===== config.mk =====
export PLATFORM = sky130hd
export DESIGN_NAME = afms_device_flat
export DESIGN_NICKNAME = d
export VERILOG_FILES = /design/src/afms_pkg.sv /design/src/afms_if.sv /design/src/afms_device.sv /design/src/flat_wrapper.sv
export SDC_FILE = /design/constraint.sdc
export NUM_CORES = 1
export LEC_CHECK = 0
export BUFFER_PORTS_ARGS = -buffer_cell sky130_fd_sc_hd__buf_4
export CORE_MARGIN = 3
export CORE_UTILIZATION = 52
export CTS_CLUSTER_SIZE = 16
export DETAILED_ROUTE_END_ITERATION = 10
export GPL_TIMING_DRIVEN = 1
export PLACE_DENSITY = 0.87
export SYNTH_ARGS = -nofsm -noshare
export SYNTH_HDL_FRONTEND = slang
export SYNTH_SLANG_ARGS = --single-unit

===== constraint.sdc =====
create_clock -name clk -period 3.1 [get_ports clk]
set_input_delay 0.155 -clock clk [delete_from_list [all_inputs] [get_ports clk]]
set_output_delay 0.155 -clock clk [all_outputs]
set_load 0.1 [all_outputs]

===== src/afms_pkg.sv =====
// afms_pkg: shared constants and types for the adc fifo mode sequencer
// assumes: both ends compile against this package before the interface
package afms_pkg;
    localparam int FIFO_DEPTH_MAX = 8;
    localparam int CHAN_W         = 4;
    localparam int DATA_W         = 12;
    localparam int DEPTH_W        = 4;

    // conversion mode codes
    localparam logic [1:0] MODE_SINGLE      = 2'h0;
    localparam logic [1:0] MODE_REPEAT      = 2'h1;
    localparam logic [1:0] MODE_SWEEP       = 2'h2;
    localparam logic [1:0] MODE_REPEAT_SWEEP = 2'h3;

    // command codes on the command channel
    typedef enum logic [2:0] {
        AFMS_CMD_NONE      = 3'h0,
        AFMS_CMD_CFG_WRITE = 3'h1,
        AFMS_CMD_CFG_READ  = 3'h2,
        AFMS_CMD_SELECT    = 3'h3,
        AFMS_CMD_FIFO_READ = 3'h4,
        AFMS_CMD_CONVERT   = 3'h5
    } afms_cmd_t;

    // controller register offsets (word index on the software port)
    localparam logic [3:0] REG_CTRL     = 4'h0;
    localparam logic [3:0] REG_ORDER    = 4'h1;
    localparam logic [3:0] REG_CMD      = 4'h2;
    localparam logic [3:0] REG_RESULT   = 4'h3;
    localparam logic [3:0] REG_STATUS   = 4'h4;
    localparam logic [3:0] REG_IRQ_STAT = 4'h5;
    localparam logic [3:0] REG_IRQ_MASK = 4'h6;

    // ctrl and command field positions
    localparam int CTRL_MODE_LSB  = 0;
    localparam int CTRL_DEPTH_LSB = 4;
    localparam int CMD_CODE_LSB   = 0;
    localparam int CMD_CHAN_LSB   = 4;
    localparam int CMD_DATA_LSB   = 8;

    // irq status bits
    localparam int IRQ_RESULT = 0;
    localparam int IRQ_THRESH = 1;
    localparam int IRQ_REFUSE = 2;
    localparam int IRQ_W      = 3;

    localparam logic [1:0]         RST_MODE  = 2'h0;
    localparam logic [DEPTH_W-1:0] RST_DEPTH = 4'h4;
endpackage : afms_pkg


===== src/afms_if.sv =====
// afms_if: command/answer channel between host controller and converter
// assumes: one clock shared by both ends
`timescale 1ns/1ps
`default_nettype none
interface afms_if
    import afms_pkg::*;
(
    input wire logic clk
);
    logic                 cmd_valid;
    afms_cmd_t            cmd_code;
    logic [31:0]          cmd_data;
    logic                 rsp_valid;
    logic [DATA_W-1:0]    rsp_data;
    logic                 rsp_refused;
    logic                 fifo_full;
    logic [DEPTH_W-1:0]   fifo_count;

    modport device (input cmd_valid, cmd_code, cmd_data,
                    output rsp_valid, rsp_data, rsp_refused, fifo_full, fifo_count);
    modport host   (output cmd_valid, cmd_code, cmd_data,
                    input rsp_valid, rsp_data, rsp_refused, fifo_full, fifo_count);
endinterface : afms_if
`default_nettype wire


===== src/afms_device.sv =====
// afms_device: converter-side mode sequencer with result fifo
// assumes: analog result arrives on sample_in when convert accepted
//
// Our own choices: the strobed register port and the address map.
`timescale 1ns/1ps
`default_nettype none
module afms_device
    import afms_pkg::*;
#(
    parameter int DEPTH = FIFO_DEPTH_MAX
)(
    input  wire logic                         clk,
    input  wire logic                         sys_rst,
    afms_if.device                            bus,
    input  wire logic [afms_pkg::DATA_W-1:0]  sample_in,
    output logic                              conv_go,
    output logic [afms_pkg::CHAN_W-1:0]       conv_chan
);
    import afms_pkg::*;

    logic [1:0]                  mode_q;
    logic [DEPTH_W-1:0]          depth_q;
    logic [4*CHAN_W-1:0]         order_q;
    logic [CHAN_W-1:0]           chan_q;
    logic                        chan_sel_q;
    logic [1:0]                  seq_idx_q;
    logic [DATA_W-1:0]           mem_q [DEPTH];
    logic [DEPTH_W-1:0]          count_q;
    logic [DEPTH_W-1:0]          rd_ptr_q;
    logic                        sweep_done_q;

    logic          is_cmd;
    logic          cfg_wr;
    logic          cfg_rd;
    logic          sel;
    logic          fifo_rd;
    logic          conv;
    logic          full;
    logic          conv_ok;
    logic          restart;
    logic          store;
    logic [CHAN_W-1:0] conv_target;

    assign is_cmd  = bus.cmd_valid;
    assign cfg_wr  = is_cmd && bus.cmd_code == AFMS_CMD_CFG_WRITE;
    assign cfg_rd  = is_cmd && bus.cmd_code == AFMS_CMD_CFG_READ;
    assign sel     = is_cmd && bus.cmd_code == AFMS_CMD_SELECT;
    assign fifo_rd = is_cmd && bus.cmd_code == AFMS_CMD_FIFO_READ;
    assign conv    = is_cmd && bus.cmd_code == AFMS_CMD_CONVERT;
    assign full    = count_q >= depth_q;

    // sweep modes take their channel from the order, others need a selection
    always_comb
    begin
        conv_ok = 1'b0;
        restart = 1'b0;
        unique case (mode_q)
            MODE_SINGLE, MODE_REPEAT: conv_ok = chan_sel_q && !(mode_q == MODE_REPEAT && full);
            MODE_SWEEP:        conv_ok = !full && !sweep_done_q;
            MODE_REPEAT_SWEEP:
            begin
                conv_ok = 1'b1;
                restart = full;
            end
        endcase
    end

    assign conv_target = (mode_q[1]) ? order_q[(restart ? 2'd0 : seq_idx_q)*CHAN_W +: CHAN_W] : chan_q;
    assign store       = conv && conv_ok && mode_q != MODE_SINGLE;

    // configuration
    always_ff @(posedge clk)
    begin
        if (sys_rst)
        begin
            mode_q  <= RST_MODE;
            depth_q <= RST_DEPTH;
            order_q <= '0;
        end
        else if (cfg_wr)
        begin
            mode_q  <= bus.cmd_data[CTRL_MODE_LSB +: 2];
            depth_q <= (bus.cmd_data[CTRL_DEPTH_LSB +: DEPTH_W] > DEPTH_W'(DEPTH)) ? DEPTH_W'(DEPTH)
                       : bus.cmd_data[CTRL_DEPTH_LSB +: DEPTH_W];
            order_q <= bus.cmd_data[CMD_DATA_LSB +: 4*CHAN_W];
        end
    end

    // channel selection; consumed by reconfiguration so it must be redone
    always_ff @(posedge clk)
    begin
        if (sys_rst || cfg_wr)
            chan_sel_q <= 1'b0;
        else if (sel)
            chan_sel_q <= 1'b1;
        else if (mode_q == MODE_REPEAT && fifo_rd && count_q == DEPTH_W'(1) && rd_ptr_q == count_q - DEPTH_W'(1))
            chan_sel_q <= chan_sel_q;
    end

    always_ff @(posedge clk)
    begin
        if (sys_rst)
            chan_q <= '0;
        else if (sel)
            chan_q <= bus.cmd_data[CMD_CHAN_LSB +: CHAN_W];
    end

    // sweep position and end of sweep
    always_ff @(posedge clk)
    begin
        if (sys_rst || cfg_wr)
        begin
            seq_idx_q    <= '0;
            sweep_done_q <= 1'b0;
        end
        else if (conv && conv_ok && mode_q[1])
        begin
            seq_idx_q    <= restart ? 2'd1 : seq_idx_q + 2'd1;
            sweep_done_q <= !restart && (count_q + DEPTH_W'(1) >= depth_q) && mode_q == MODE_SWEEP;
        end
        else if (fifo_rd && rd_ptr_q + DEPTH_W'(1) >= count_q && count_q != '0)
        begin
            seq_idx_q    <= '0;
            sweep_done_q <= 1'b0;
        end
    end

    // fifo storage and count
    always_ff @(posedge clk)
    begin
        if (sys_rst || cfg_wr)
        begin
            count_q  <= '0;
            rd_ptr_q <= '0;
        end
        else if (store && restart)
        begin
            count_q  <= DEPTH_W'(1);
            rd_ptr_q <= '0;
        end
        else if (store)
            count_q <= count_q + DEPTH_W'(1);
        else if (fifo_rd && count_q != '0)
        begin
            if (rd_ptr_q + DEPTH_W'(1) >= count_q)
            begin
                rd_ptr_q <= '0; // whole fifo read, empty it
                count_q  <= '0;
            end
            else
                rd_ptr_q <= rd_ptr_q + DEPTH_W'(1);
        end
    end

    generate
        for (genvar i = 0; i < DEPTH; i++)
        begin : g_mem
            always_ff @(posedge clk)
            begin
                if (store && DEPTH_W'(i) == (restart ? DEPTH_W'(0) : count_q))
                    mem_q[i] <= sample_in;
            end
        end
    endgenerate

    // answers to the host
    always_ff @(posedge clk)
    begin
        if (sys_rst)
        begin
            bus.rsp_valid   <= 1'b0;
            bus.rsp_data    <= '0;
            bus.rsp_refused <= 1'b0;
            conv_go         <= 1'b0;
            conv_chan       <= '0;
        end
        else
        begin
            bus.rsp_valid   <= (conv && conv_ok && mode_q == MODE_SINGLE) || fifo_rd || cfg_rd;
            bus.rsp_refused <= conv && !conv_ok;
            conv_go         <= conv && conv_ok;
            conv_chan       <= conv_target;
            if (conv && mode_q == MODE_SINGLE)
                bus.rsp_data <= sample_in;
            else if (fifo_rd)
                bus.rsp_data <= (count_q != '0) ? mem_q[rd_ptr_q[$clog2(DEPTH)-1:0]] : '0;
            else if (cfg_rd)
                bus.rsp_data <= DATA_W'({depth_q, 2'h0, mode_q});
        end
    end

    always_ff @(posedge clk)
    begin
        if (sys_rst)
        begin
            bus.fifo_full  <= 1'b0;
            bus.fifo_count <= '0;
        end
        else
        begin
            bus.fifo_full  <= full && mode_q != MODE_SINGLE;
            bus.fifo_count <= count_q;
        end
    end
endmodule : afms_device
`default_nettype wire


===== src/flat_wrapper.sv =====
// flat-port wrapper written by rule: the top's interface ports become plain ports
module afms_device_flat import afms_pkg::*;
#(
    parameter int DEPTH = FIFO_DEPTH_MAX
)
  (clk, sys_rst, sample_in, conv_go, conv_chan, bus_cmd_valid, bus_cmd_code, bus_cmd_data, bus_rsp_valid, bus_rsp_data, bus_rsp_refused, bus_fifo_full, bus_fifo_count);
  afms_if bus_i (.clk(clk));
  input  wire logic clk;
  input  wire logic sys_rst;
  input  wire logic [afms_pkg::DATA_W-1:0] sample_in;
  output logic conv_go;
  output logic [afms_pkg::CHAN_W-1:0] conv_chan;
  input wire logic [$bits(bus_i.cmd_valid)-1:0] bus_cmd_valid;
  input wire logic [$bits(bus_i.cmd_code)-1:0] bus_cmd_code;
  input wire logic [$bits(bus_i.cmd_data)-1:0] bus_cmd_data;
  output wire logic [$bits(bus_i.rsp_valid)-1:0] bus_rsp_valid;
  output wire logic [$bits(bus_i.rsp_data)-1:0] bus_rsp_data;
  output wire logic [$bits(bus_i.rsp_refused)-1:0] bus_rsp_refused;
  output wire logic [$bits(bus_i.fifo_full)-1:0] bus_fifo_full;
  output wire logic [$bits(bus_i.fifo_count)-1:0] bus_fifo_count;
  assign bus_i.cmd_valid = bus_cmd_valid;
  assign bus_i.cmd_code = bus_cmd_code;
  assign bus_i.cmd_data = bus_cmd_data;
  assign bus_rsp_valid = bus_i.rsp_valid;
  assign bus_rsp_data = bus_i.rsp_data;
  assign bus_rsp_refused = bus_i.rsp_refused;
  assign bus_fifo_full = bus_i.fifo_full;
  assign bus_fifo_count = bus_i.fifo_count;
  afms_device #(.DEPTH(DEPTH)) u_core (.clk(clk), .sys_rst(sys_rst), .bus(bus_i), .sample_in(sample_in), .conv_go(conv_go), .conv_chan(conv_chan));
endmodule

# Word-level counts from Yosys, hierarchy flattened
# Memory sizes are Yosys's and may differ from the RTL's. A register that Yosys moved wholly into a read port is not among the register bits.
# Cells that the tools add are included.
dict set report classes {
  n_mul 0
  n_bitwise 1
  n_eq_ne 15
  add_sub_neg 3
  order_cmp 4
  n_div 0
  n_reduce_logical 59
  shift 1
  muxes 59
}
# op n
set op_table {}
lappend op_table {{2-to-1 mux 12 bit} 11}
lappend op_table {{OR reduction 12 bit} 7}
lappend op_table {{indexed part select 16 x 33 -> 4 bit} 1}
lappend op_table {{logical AND 1 bit} 29}
lappend op_table {{2-to-1 mux 4 bit} 7}
lappend op_table {{2-to-1 mux 1 bit} 27}
lappend op_table {{2-to-1 mux 3 bit} 9}
lappend op_table {{== test 3 x 4 -> 1 bit, first input constant} 4}
lappend op_table {{>= comparator 4 bit} 3}
lappend op_table {{nonzero test 3 bit} 3}
lappend op_table {{adder 4 x 1 -> 4 bit, second input constant} 2}
lappend op_table {{== test 2 x 4 -> 1 bit, first input constant} 2}
lappend op_table {{2-to-1 mux 2 bit} 4}
lappend op_table {{nonzero test 2 bit} 4}
lappend op_table {{== test 3 x 2 -> 1 bit, second input constant} 2}
lappend op_table {{== test 3 bit, second input constant} 2}
lappend op_table {{AND reduction 2 bit} 3}
lappend op_table {{zero test 1 bit} 5}
lappend op_table {{== test 1 x 4 -> 1 bit, first input constant} 1}
lappend op_table {{== test 2 bit, second input constant} 2}
lappend op_table {{greater-than comparator 4 bit, second input constant} 1}
lappend op_table {{zero test 4 bit} 1}
lappend op_table {{nonzero test 4 bit} 1}
lappend op_table {{OR reduction 2 bit} 2}
lappend op_table {{other kinds (7)} 9}
dict set report totals {
  latchBits 0
  word_cells 160
  register_bits 62
  rom_bits 0
  in_bits 50
  mem_bits_rw 96
  memories 1
}
# name words word_bits rd rd_ports_with_merged_regs write_ports line
set memory_table {}
lappend memory_table {u_core.mem_q 8 12 1 1 1 afms_device.sv:27} ;# logic [DATA_W-1:0] mem_q [DEPTH];

# Logic depth before layout (Yosys ltp)
# Gate-level depths: netlist of run 1.
dict set report depth {
  ltp_word 18
  mapped_depth 8
}

# Least setup slack after synthesis of run 1
# No wires, ideal clock.
dict set report synth_timing {
  kind {register to register}
  start {register u_core.count_q[0]}
  end {memory u_core.mem_q[1][0], enable pin}
  stages_incl_launch_ff 8
  setup_slack_ps -95
  t_required_ps 2688
  arrival_time_ps 2783
  n_path_buf 0
  synth_period_minus_slack_ps 3195
  cell_sequence {dfxtp_1 -> inv_1 -> ha_1 -> nor2b_1 -> o21ai_1 -> a21oi_2 -> nor2_1 -> nor4_1}
}
dict set report synth_via {
  elab_chain_len 18
}
# element line
set synth_rtl {}
lappend synth_rtl {{from (decl)} afms_device.sv:28} ;# logic [DEPTH_W-1:0] count_q;
lappend synth_rtl {{from (signal assigned)} afms_device.sv:142} ;# count_q <= count_q + DEPTH_W'(1);
lappend synth_rtl {{>= comparator 4 bit} afms_device.sv:50} ;# assign full = count_q >= depth_q;
lappend synth_rtl {{logical AND 1 bit} afms_device.sv:58} ;# MODE_SINGLE, MODE_REPEAT: conv_ok = chan_sel_q && !(mode_q == MODE_REPEAT && full);
lappend synth_rtl {{zero test 1 bit} afms_device.sv:58}
lappend synth_rtl {{logical AND 1 bit} afms_device.sv:58}
lappend synth_rtl {{one-hot mux 1 bit (3 select lines)} afms_device.sv:57} ;# unique case (mode_q)
lappend synth_rtl {{logical AND 1 bit (2 in a row)} afms_device.sv:69} ;# assign store = conv && conv_ok && mode_q != MODE_SINGLE;
lappend synth_rtl {{logical AND 1 bit} afms_device.sv:160} ;# if (store && DEPTH_W'(i) == (restart ? DEPTH_W'(0) : count_q))
lappend synth_rtl {{2-to-1 mux 1 bit} afms_device.sv:160}
lappend synth_rtl {{2-to-1 mux 1 bit (not written as such)} afms_device.sv:161} ;# mem_q[i] <= sample_in;
lappend synth_rtl {{OR reduction 12 bit (no source line)} --}
lappend synth_rtl {{2-to-1 mux 3 bit (no source line) or 2-to-1 mux 1 bit (tied branches) (7 in a row)} --}
lappend synth_rtl {{to (decl)} afms_device.sv:27}
# Parallel ways exist; a longest one is shown, timed or not.

# Worst setup path after layout of run 1
dict set report layout_timing {
  start {register u_core.count_q[0]}
  end {memory u_core.mem_q[5][5], enable pin}
}
# Same word-level chain as after synthesis.

==> flow_metrics.env, run 1 <==
export IMPL_fp_dieW_um=120
export IMPL_hold_violations=0
export IMPL_required_ps=3210
export IMPL_clkSlewWorstSetupHoldPaths_ps=60
export IMPL_yosysTopAreaCell="edfxtp_1"
export IMPL_wl_met2_um=8220
export IMPL_synth_cell_types=59
export IMPL_synthArstFlopShare=0
export IMPL_crit_buf_inv=2
export IMPL_htree_levels=4
export IMPL_dr_pass1_iters=5
export IMPL_syn_nets=574
export IMPL_max_freq_mhz=347
export IMPL_stdcell_count=791
export IMPL_drive_above_1_share=0.254
export IMPL_synthCells=509
export IMPL_ant_nets=0
export IMPL_clk_latency_ps=430
export IMPL_dp_cells=728
export IMPL_fill_cells=843
export IMPL_root_buffer="clkbuf_16"
export IMPL_cts_tree="yes"
export IMPL_hold_ws_ps=32.4
export IMPL_hold_start="bus_cmd_data[7]"
export IMPL_die_h_um=120
export IMPL_grt_pass1_vias=5033
export IMPL_period_minus_slack_ps=2880
export IMPL_netlist_area_um2=6770
export IMPL_finalPower_mw=4.77
export IMPL_wl_met1_um=6150
export IMPL_hold_path_class="primary input to register"
export IMPL_first_iter_violations=577
export IMPL_ir_drop_mv=0.360
export IMPL_ios=74
export IMPL_wl_met3_um=1780
export IMPL_synth_top_cells_by_area="edfxtp_1, dfxtp_1, mux4_2"
export IMPL_synth_top_area_frac=0.426
export IMPL_wire_per_inst_um=21.2
export IMPL_relSlewSlack=0.406
export IMPL_rows=41
export IMPL_setup_worst_path_class="register to register"
export IMPL_dieArea_um2=14400
export IMPL_drc=0
export IMPL_clockBufferDepth=2
export IMPL_reg2reg_to="u_core.mem_q[5][5]$_DFFE_PP_"
export IMPL_drt_wl_total_um=16700
export IMPL_core_um2=12700
export IMPL_skew_ps=7.30
export IMPL_cp_top_family="simple AND/OR/NAND/NOR gates"
export IMPL_fin_crit_sh=0.930
export IMPL_diodes=0
export IMPL_cts_setup_buffers=0
export IMPL_hpwl_um=10200
export IMPL_grt_max_degree=53
export IMPL_synth_flop_cell="edfxtp_1"
export IMPL_worst_pin_slew_ps=885
export IMPL_worst_slack_ps=218
export IMPL_yosys_top_cells_count="edfxtp_1, dfxtp_1, nand2_1"
export IMPL_worstPathCellList="inv_1 > ha_1 > nor2b_1 > o21ai_1 > a21oi_2 > nor2_1 > nor4_2 > buf_4"
export IMPL_max_stage_delay_ps=520
export IMPL_maxSlewViolCount=0
export IMPL_grt_ovfl_total=0
export IMPL_crit_path_end_kind="register"
export IMPL_worstPathMaxFanout=12
export IMPL_p_per_area_nw_per_um2=571
export IMPL_maxCapViolations=0
export IMPL_min_delay_path_depth=3
export IMPL_grt_pass1_wl_um=26600
export IMPL_synth_edff_count=96
export IMPL_ys_ff_latch=161
export IMPL_reg2reg_slack_ps=220
export IMPL_hold_path_endpoint="u_core.depth_q[3]$_SDFFE_PP0P_"
export IMPL_rsz0062_at_grt="false"
export IMPL_p_leak_nw=2.89
export IMPL_r2r_start="u_core.count_q[0]$_SDFFE_PP0P_"
export IMPL_port_buffers=63
export IMPL_crit_slowest_cell="dfxtp_1"
export IMPL_syn_to_final_growth_pct=23.6
export IMPL_num_vias=4929
export IMPL_start_util=0.534
export IMPL_yosysWarnings=0
export IMPL_cp_arrival_ps=2990
export IMPL_cts_made_buffers=17
export IMPL_final_nets=671
export IMPL_top_layer="met4"
export IMPL_via_per_inst=6.23
export IMPL_yosysSeqAreaShare=0.618
export IMPL_place_congestion=0.898
export IMPL_status="finished, final reports clean"
export IMPL_clock_sinks=161
export IMPL_worstSetupStartpointType="register"
export IMPL_synthMostInstantiatedCell="edfxtp_1"
export IMPL_setup_viol=0
export IMPL_dp_worst_setup_slack_ps=290
export IMPL_rr_worst_depth=8
export IMPL_antenna_found_initial=0
export IMPL_tns_ps=0
export IMPL_track_usage=0.242
export IMPL_postSynthAreaPerCell_um2=13.3
## report_power, final
part	internal [mW]	switching [mW]	total, mW	leakage, nW
clock	1.38	0.827	2.21	0.301
combinational	0.0987	0.174	0.272	1.20
sequential	2.28	0.0128	2.29	1.39
## final cells by class
type,instances,area (um2),area share
inverters,11,41.3,0.00494
repair buffers,107,881,0.105
clock buffers,21,450,0.0539
multi-input cells,308,2410,0.288
well taps,172,215,0.0257
clock inverters,11,178,0.0212
flip-flops and latches,161,4180,0.500
## registers in the layout (all words and copies together) (netlist names), named ones only
signal / flops
u_core.sweep_done_q: 1
u_core.bus.rsp_refused: 1
u_core.bus.fifo_count: 4
u_core.bus.fifo_full: 1
u_core.depth_q: 4
u_core.bus.rsp_data: 12
u_core.chan_q: 4
u_core.chan_sel_q: 1
u_core.mem_q: 96
u_core.order_q: 16
u_core.bus.rsp_valid: 1
u_core.rd_ptr_q: 4
u_core.count_q: 4
u_core.seq_idx_q: 2
u_core.conv_chan: 4
u_core.mode_q: 2
u_core.conv_go: 1
## metal layers
metal	vias up	track usage
met5	-	0
met4	0	0.115
met3	67	0.0504
met2	365	0.395
met1	2346	0.310
li1	2151	-
## worst reg2reg max path, cell delays in order, from the launching register on
cell and delay, ps:
dfxtp_1 520, inv_1 190, ha_1 340, nor2b_1 160, o21ai_1 150, a21oi_2 300, nor2_1 240, nor4_2 350
buf_4 300
## cell usage in the layout, fill, tap and decap left out, types with 10 or more instances in the layout
master,count
o21ai_0,11
dlygate4sd3_1,31
buf_4,76
nand3_1,17
nor2_1,21
inv_1,11
nand2_1,63
mux2_2,16
dfxtp_1,65
a21oi_1,34
edfxtp_1,96
clkbuf_16,17
mux4_2,22
ha_1,15
nor3_1,10
## cells by family (layout without fill, tap and decap cells)
family | Yosys count | after routing | share of synthesized area
flops | 161 | 161 | 0.618
compound gates | 93 | 93 | 0.0945
xor+xnor | 5 | 5 | 0.00647
buf+inv | 40 | 150 | 0.0324
fa+ha+maj | 15 | 15 | 0.0277
mux | 40 | 40 | 0.108
simple gates | 155 | 155 | 0.113
## worst max path at each step
stage / cells past startpoint / startpoint / slack, ps / end
3_5_place_dp: 7 / u_core.count_q[0]$_SDFFE_PP0P_ / 290 / u_core.mem_q[1][5]$_DFFE_PP_
6_report: 8 / u_core.count_q[0]$_SDFFE_PP0P_ / 220 / u_core.mem_q[5][5]$_DFFE_PP_
2_1_floorplan: 7 / u_core.count_q[0]$_SDFFE_PP0P_ / -100 / u_core.mem_q[1][0]$_DFFE_PP_
3_3_place_gp: 7 / u_core.count_q[0]$_SDFFE_PP0P_ / 430 / u_core.mem_q[5][7]$_DFFE_PP_
4_1_cts: 7 / u_core.count_q[0]$_SDFFE_PP0P_ / 230 / u_core.mem_q[1][5]$_DFFE_PP_
5_1_grt: 8 / u_core.count_q[0]$_SDFFE_PP0P_ / 90 / u_core.mem_q[1][5]$_DFFE_PP_
## through the flow
step	utilization	area, um2
6_report	0.660	8360
5_1_grt	0.660	8360
3_5_place_dp	0.585	7420
3_3_place_gp	0.585	7420
2_1_floorplan	-	6770
4_1_cts	0.660	8360
## what timing repair did
action,CTS,global route
gates resized for setup,0,1
endpoints found under the setup margin,0,2
endpoints found under the hold margin,115,0
hold buffers,31,0
Power figures use the tool's default switching activity.
==> inputs of run 2 (changes only) <==
CORE_UTILIZATION = 35   (was 52)
PLACE_DENSITY = 0.66   (was 0.87)
==> flow_metrics.env, run 2 (synthesis results as in run 1) <==
export IMPL_wl_met1_um=6800
export IMPL_hpwl_um=10700
export IMPL_hold_path_class="primary input to register"
export IMPL_status="finished, final reports clean"
export IMPL_rsz0062_at_grt="false"
export IMPL_skew_ps=6.70
export IMPL_place_congestion=0.870
export IMPL_required_ps=3270
export IMPL_fin_crit_sh=0.918
export IMPL_htree_levels=4
export IMPL_die_h_um=145
export IMPL_wire_per_inst_um=18.0
export IMPL_period_minus_slack_ps=2840
export IMPL_wl_met3_um=683
export IMPL_stdcell_area_um2=8420
export IMPL_place_area_um2=7540
export IMPL_ir_drop_mv=0.408
export IMPL_drive_above_1_share=0.258
export IMPL_ios=74
export IMPL_clock_sinks=161
export IMPL_via_per_inst=5.30
export IMPL_final_util=0.447
export IMPL_ant_nets=0
export IMPL_final_nets=672
export IMPL_grt_pass1_vias=4806
export IMPL_final_cell_mix="edfxtp_1, buf_4, dfxtp_1"
export IMPL_grt_max_degree=53
export IMPL_largest_reg_flops=96
export IMPL_max_freq_mhz=352
export IMPL_grt_pass1_wl_um=25700
export IMPL_num_vias=4666
export IMPL_wl_met2_um=7980
export IMPL_dieArea_um2=21000
export IMPL_root_buffer="clkbuf_16"
export IMPL_cts_tree="yes"
export IMPL_worstPathMaxFanout=12
export IMPL_reg2reg_slack_ps=260
export IMPL_p_leak_nw=2.87
export IMPL_clk_latency_ps=420
export IMPL_syn_to_final_growth_pct=24.4
export IMPL_setup_worst_path_class="register to register"
export IMPL_cp_arrival_ps=3020
export IMPL_worstSetupStartpointType="register"
export IMPL_relSlewSlack=0.218
export IMPL_hold_violations=0
export IMPL_setup_viol=0
export IMPL_cts_made_buffers=17
export IMPL_p_per_area_nw_per_um2=542
export IMPL_antenna_found_initial=0
export IMPL_final_common_cell="edfxtp_1"
export IMPL_fp_dieW_um=145
export IMPL_cts_repair_resized=0
export IMPL_port_buffers=63
export IMPL_drt_wl_total_um=15900
export IMPL_worst_pin_slew_ps=1160
export IMPL_clkSlewWorstSetupHoldPaths_ps=60
export IMPL_finalPower_mw=4.57
export IMPL_core_um2=18800
export IMPL_rows=50
export IMPL_track_usage=0.154
export IMPL_clockBufferDepth=2
export IMPL_crit_path_end_kind="register"
export IMPL_first_iter_violations=381
export IMPL_top_layer="met4"
export IMPL_grt_ovfl_total=0
export IMPL_dr_pass1_iters=5
export IMPL_start_util=0.359
export IMPL_maxSlewViolCount=0
export IMPL_drc=0
export IMPL_maxCapViolations=0
export IMPL_reg_largest_list="u_core.mem_q: 96 flops, u_core.order_q: 16 flops, u_core.bus.rsp_data: 12 flops"
export IMPL_regMostFlops="u_core.mem_q"
export IMPL_diodes=0
==> run 2: changes by cell type in the layout (fill, tap and decap cells not counted), moves of 2 or more <==
cell and delta:
bufinv_16 -3, clkinvlp_4 +2, buf_4 +2, clkbuf_1 -3, inv_6 +3
==> run 2: per-layer routing <==
layer / vias up / global-route usage
met5: - / 0
met4: 0 / 0.0613
met3: 29 / 0.0275
met2: 149 / 0.256
met1: 2322 / 0.202
li1: 2166 / -
==> run 2: area by class of cell <==
type,instances,area [um2]
inverters,11,41.3
clock inverters,15,151
well taps,260,325
flip-flops and latches,161,4180
clock buffers,17,425
fillers,1658,10400
repair buffers,108,886
multi-input cells,308,2410
==> run 2: through the flow <==
step | std cells | hold slack (ps) | setup TNS [ps] | worst slack, ps
CTS | 880 | 3.91 | 0 | 260
detailed placement | 818 | 404 | 0 | 281
finish | 880 | 24.2 | 0 | 256
global placement | 818 | 399 | 0 | 400
global route | 880 | 26.1 | 0 | 66.3
floorplan | 509 | 254 | -7820 | -95.3
==> run 2: final timing paths <==
path                                                startpoint                             end  depth (start not counted)
worst max register to register  u_core.count_q[0]$_SDFFE_PP0P_    u_core.mem_q[3][5]$_DFFE_PP_                          7
worst min register to register  u_core.order_q[9]$_SDFFE_PP0P_  u_core.order_q[9]$_SDFFE_PP0P_                          2
worst max-delay path            u_core.count_q[0]$_SDFFE_PP0P_    u_core.mem_q[3][5]$_DFFE_PP_                          7
worst min-delay path                           bus_cmd_data[5]   u_core.chan_q[1]$_SDFFE_PP0P_                          3
==> run 2: critical path, stage by stage, from the launching register on <==
cell	delay (ps)
dfxtp_1	480
inv_1	160
ha_1	320
nor2b_1	60
o21a_1	230
nor3_1	940
nor4_2	140
buf_4	260
==> run 2: where the power goes <==
part           switching [mW]  internal, mW  leakage, nW
combinational           0.170        0.0981         1.21
clock                   0.879          1.13        0.273
sequential             0.0119          2.28         1.39
total                    1.06          3.50         2.87
==> run 2: repair_timing <==
action / CTS / global route
hold buffers: 30 / 0
hold endpoints to repair: 114 / 0
buffers inserted: 0 / 0
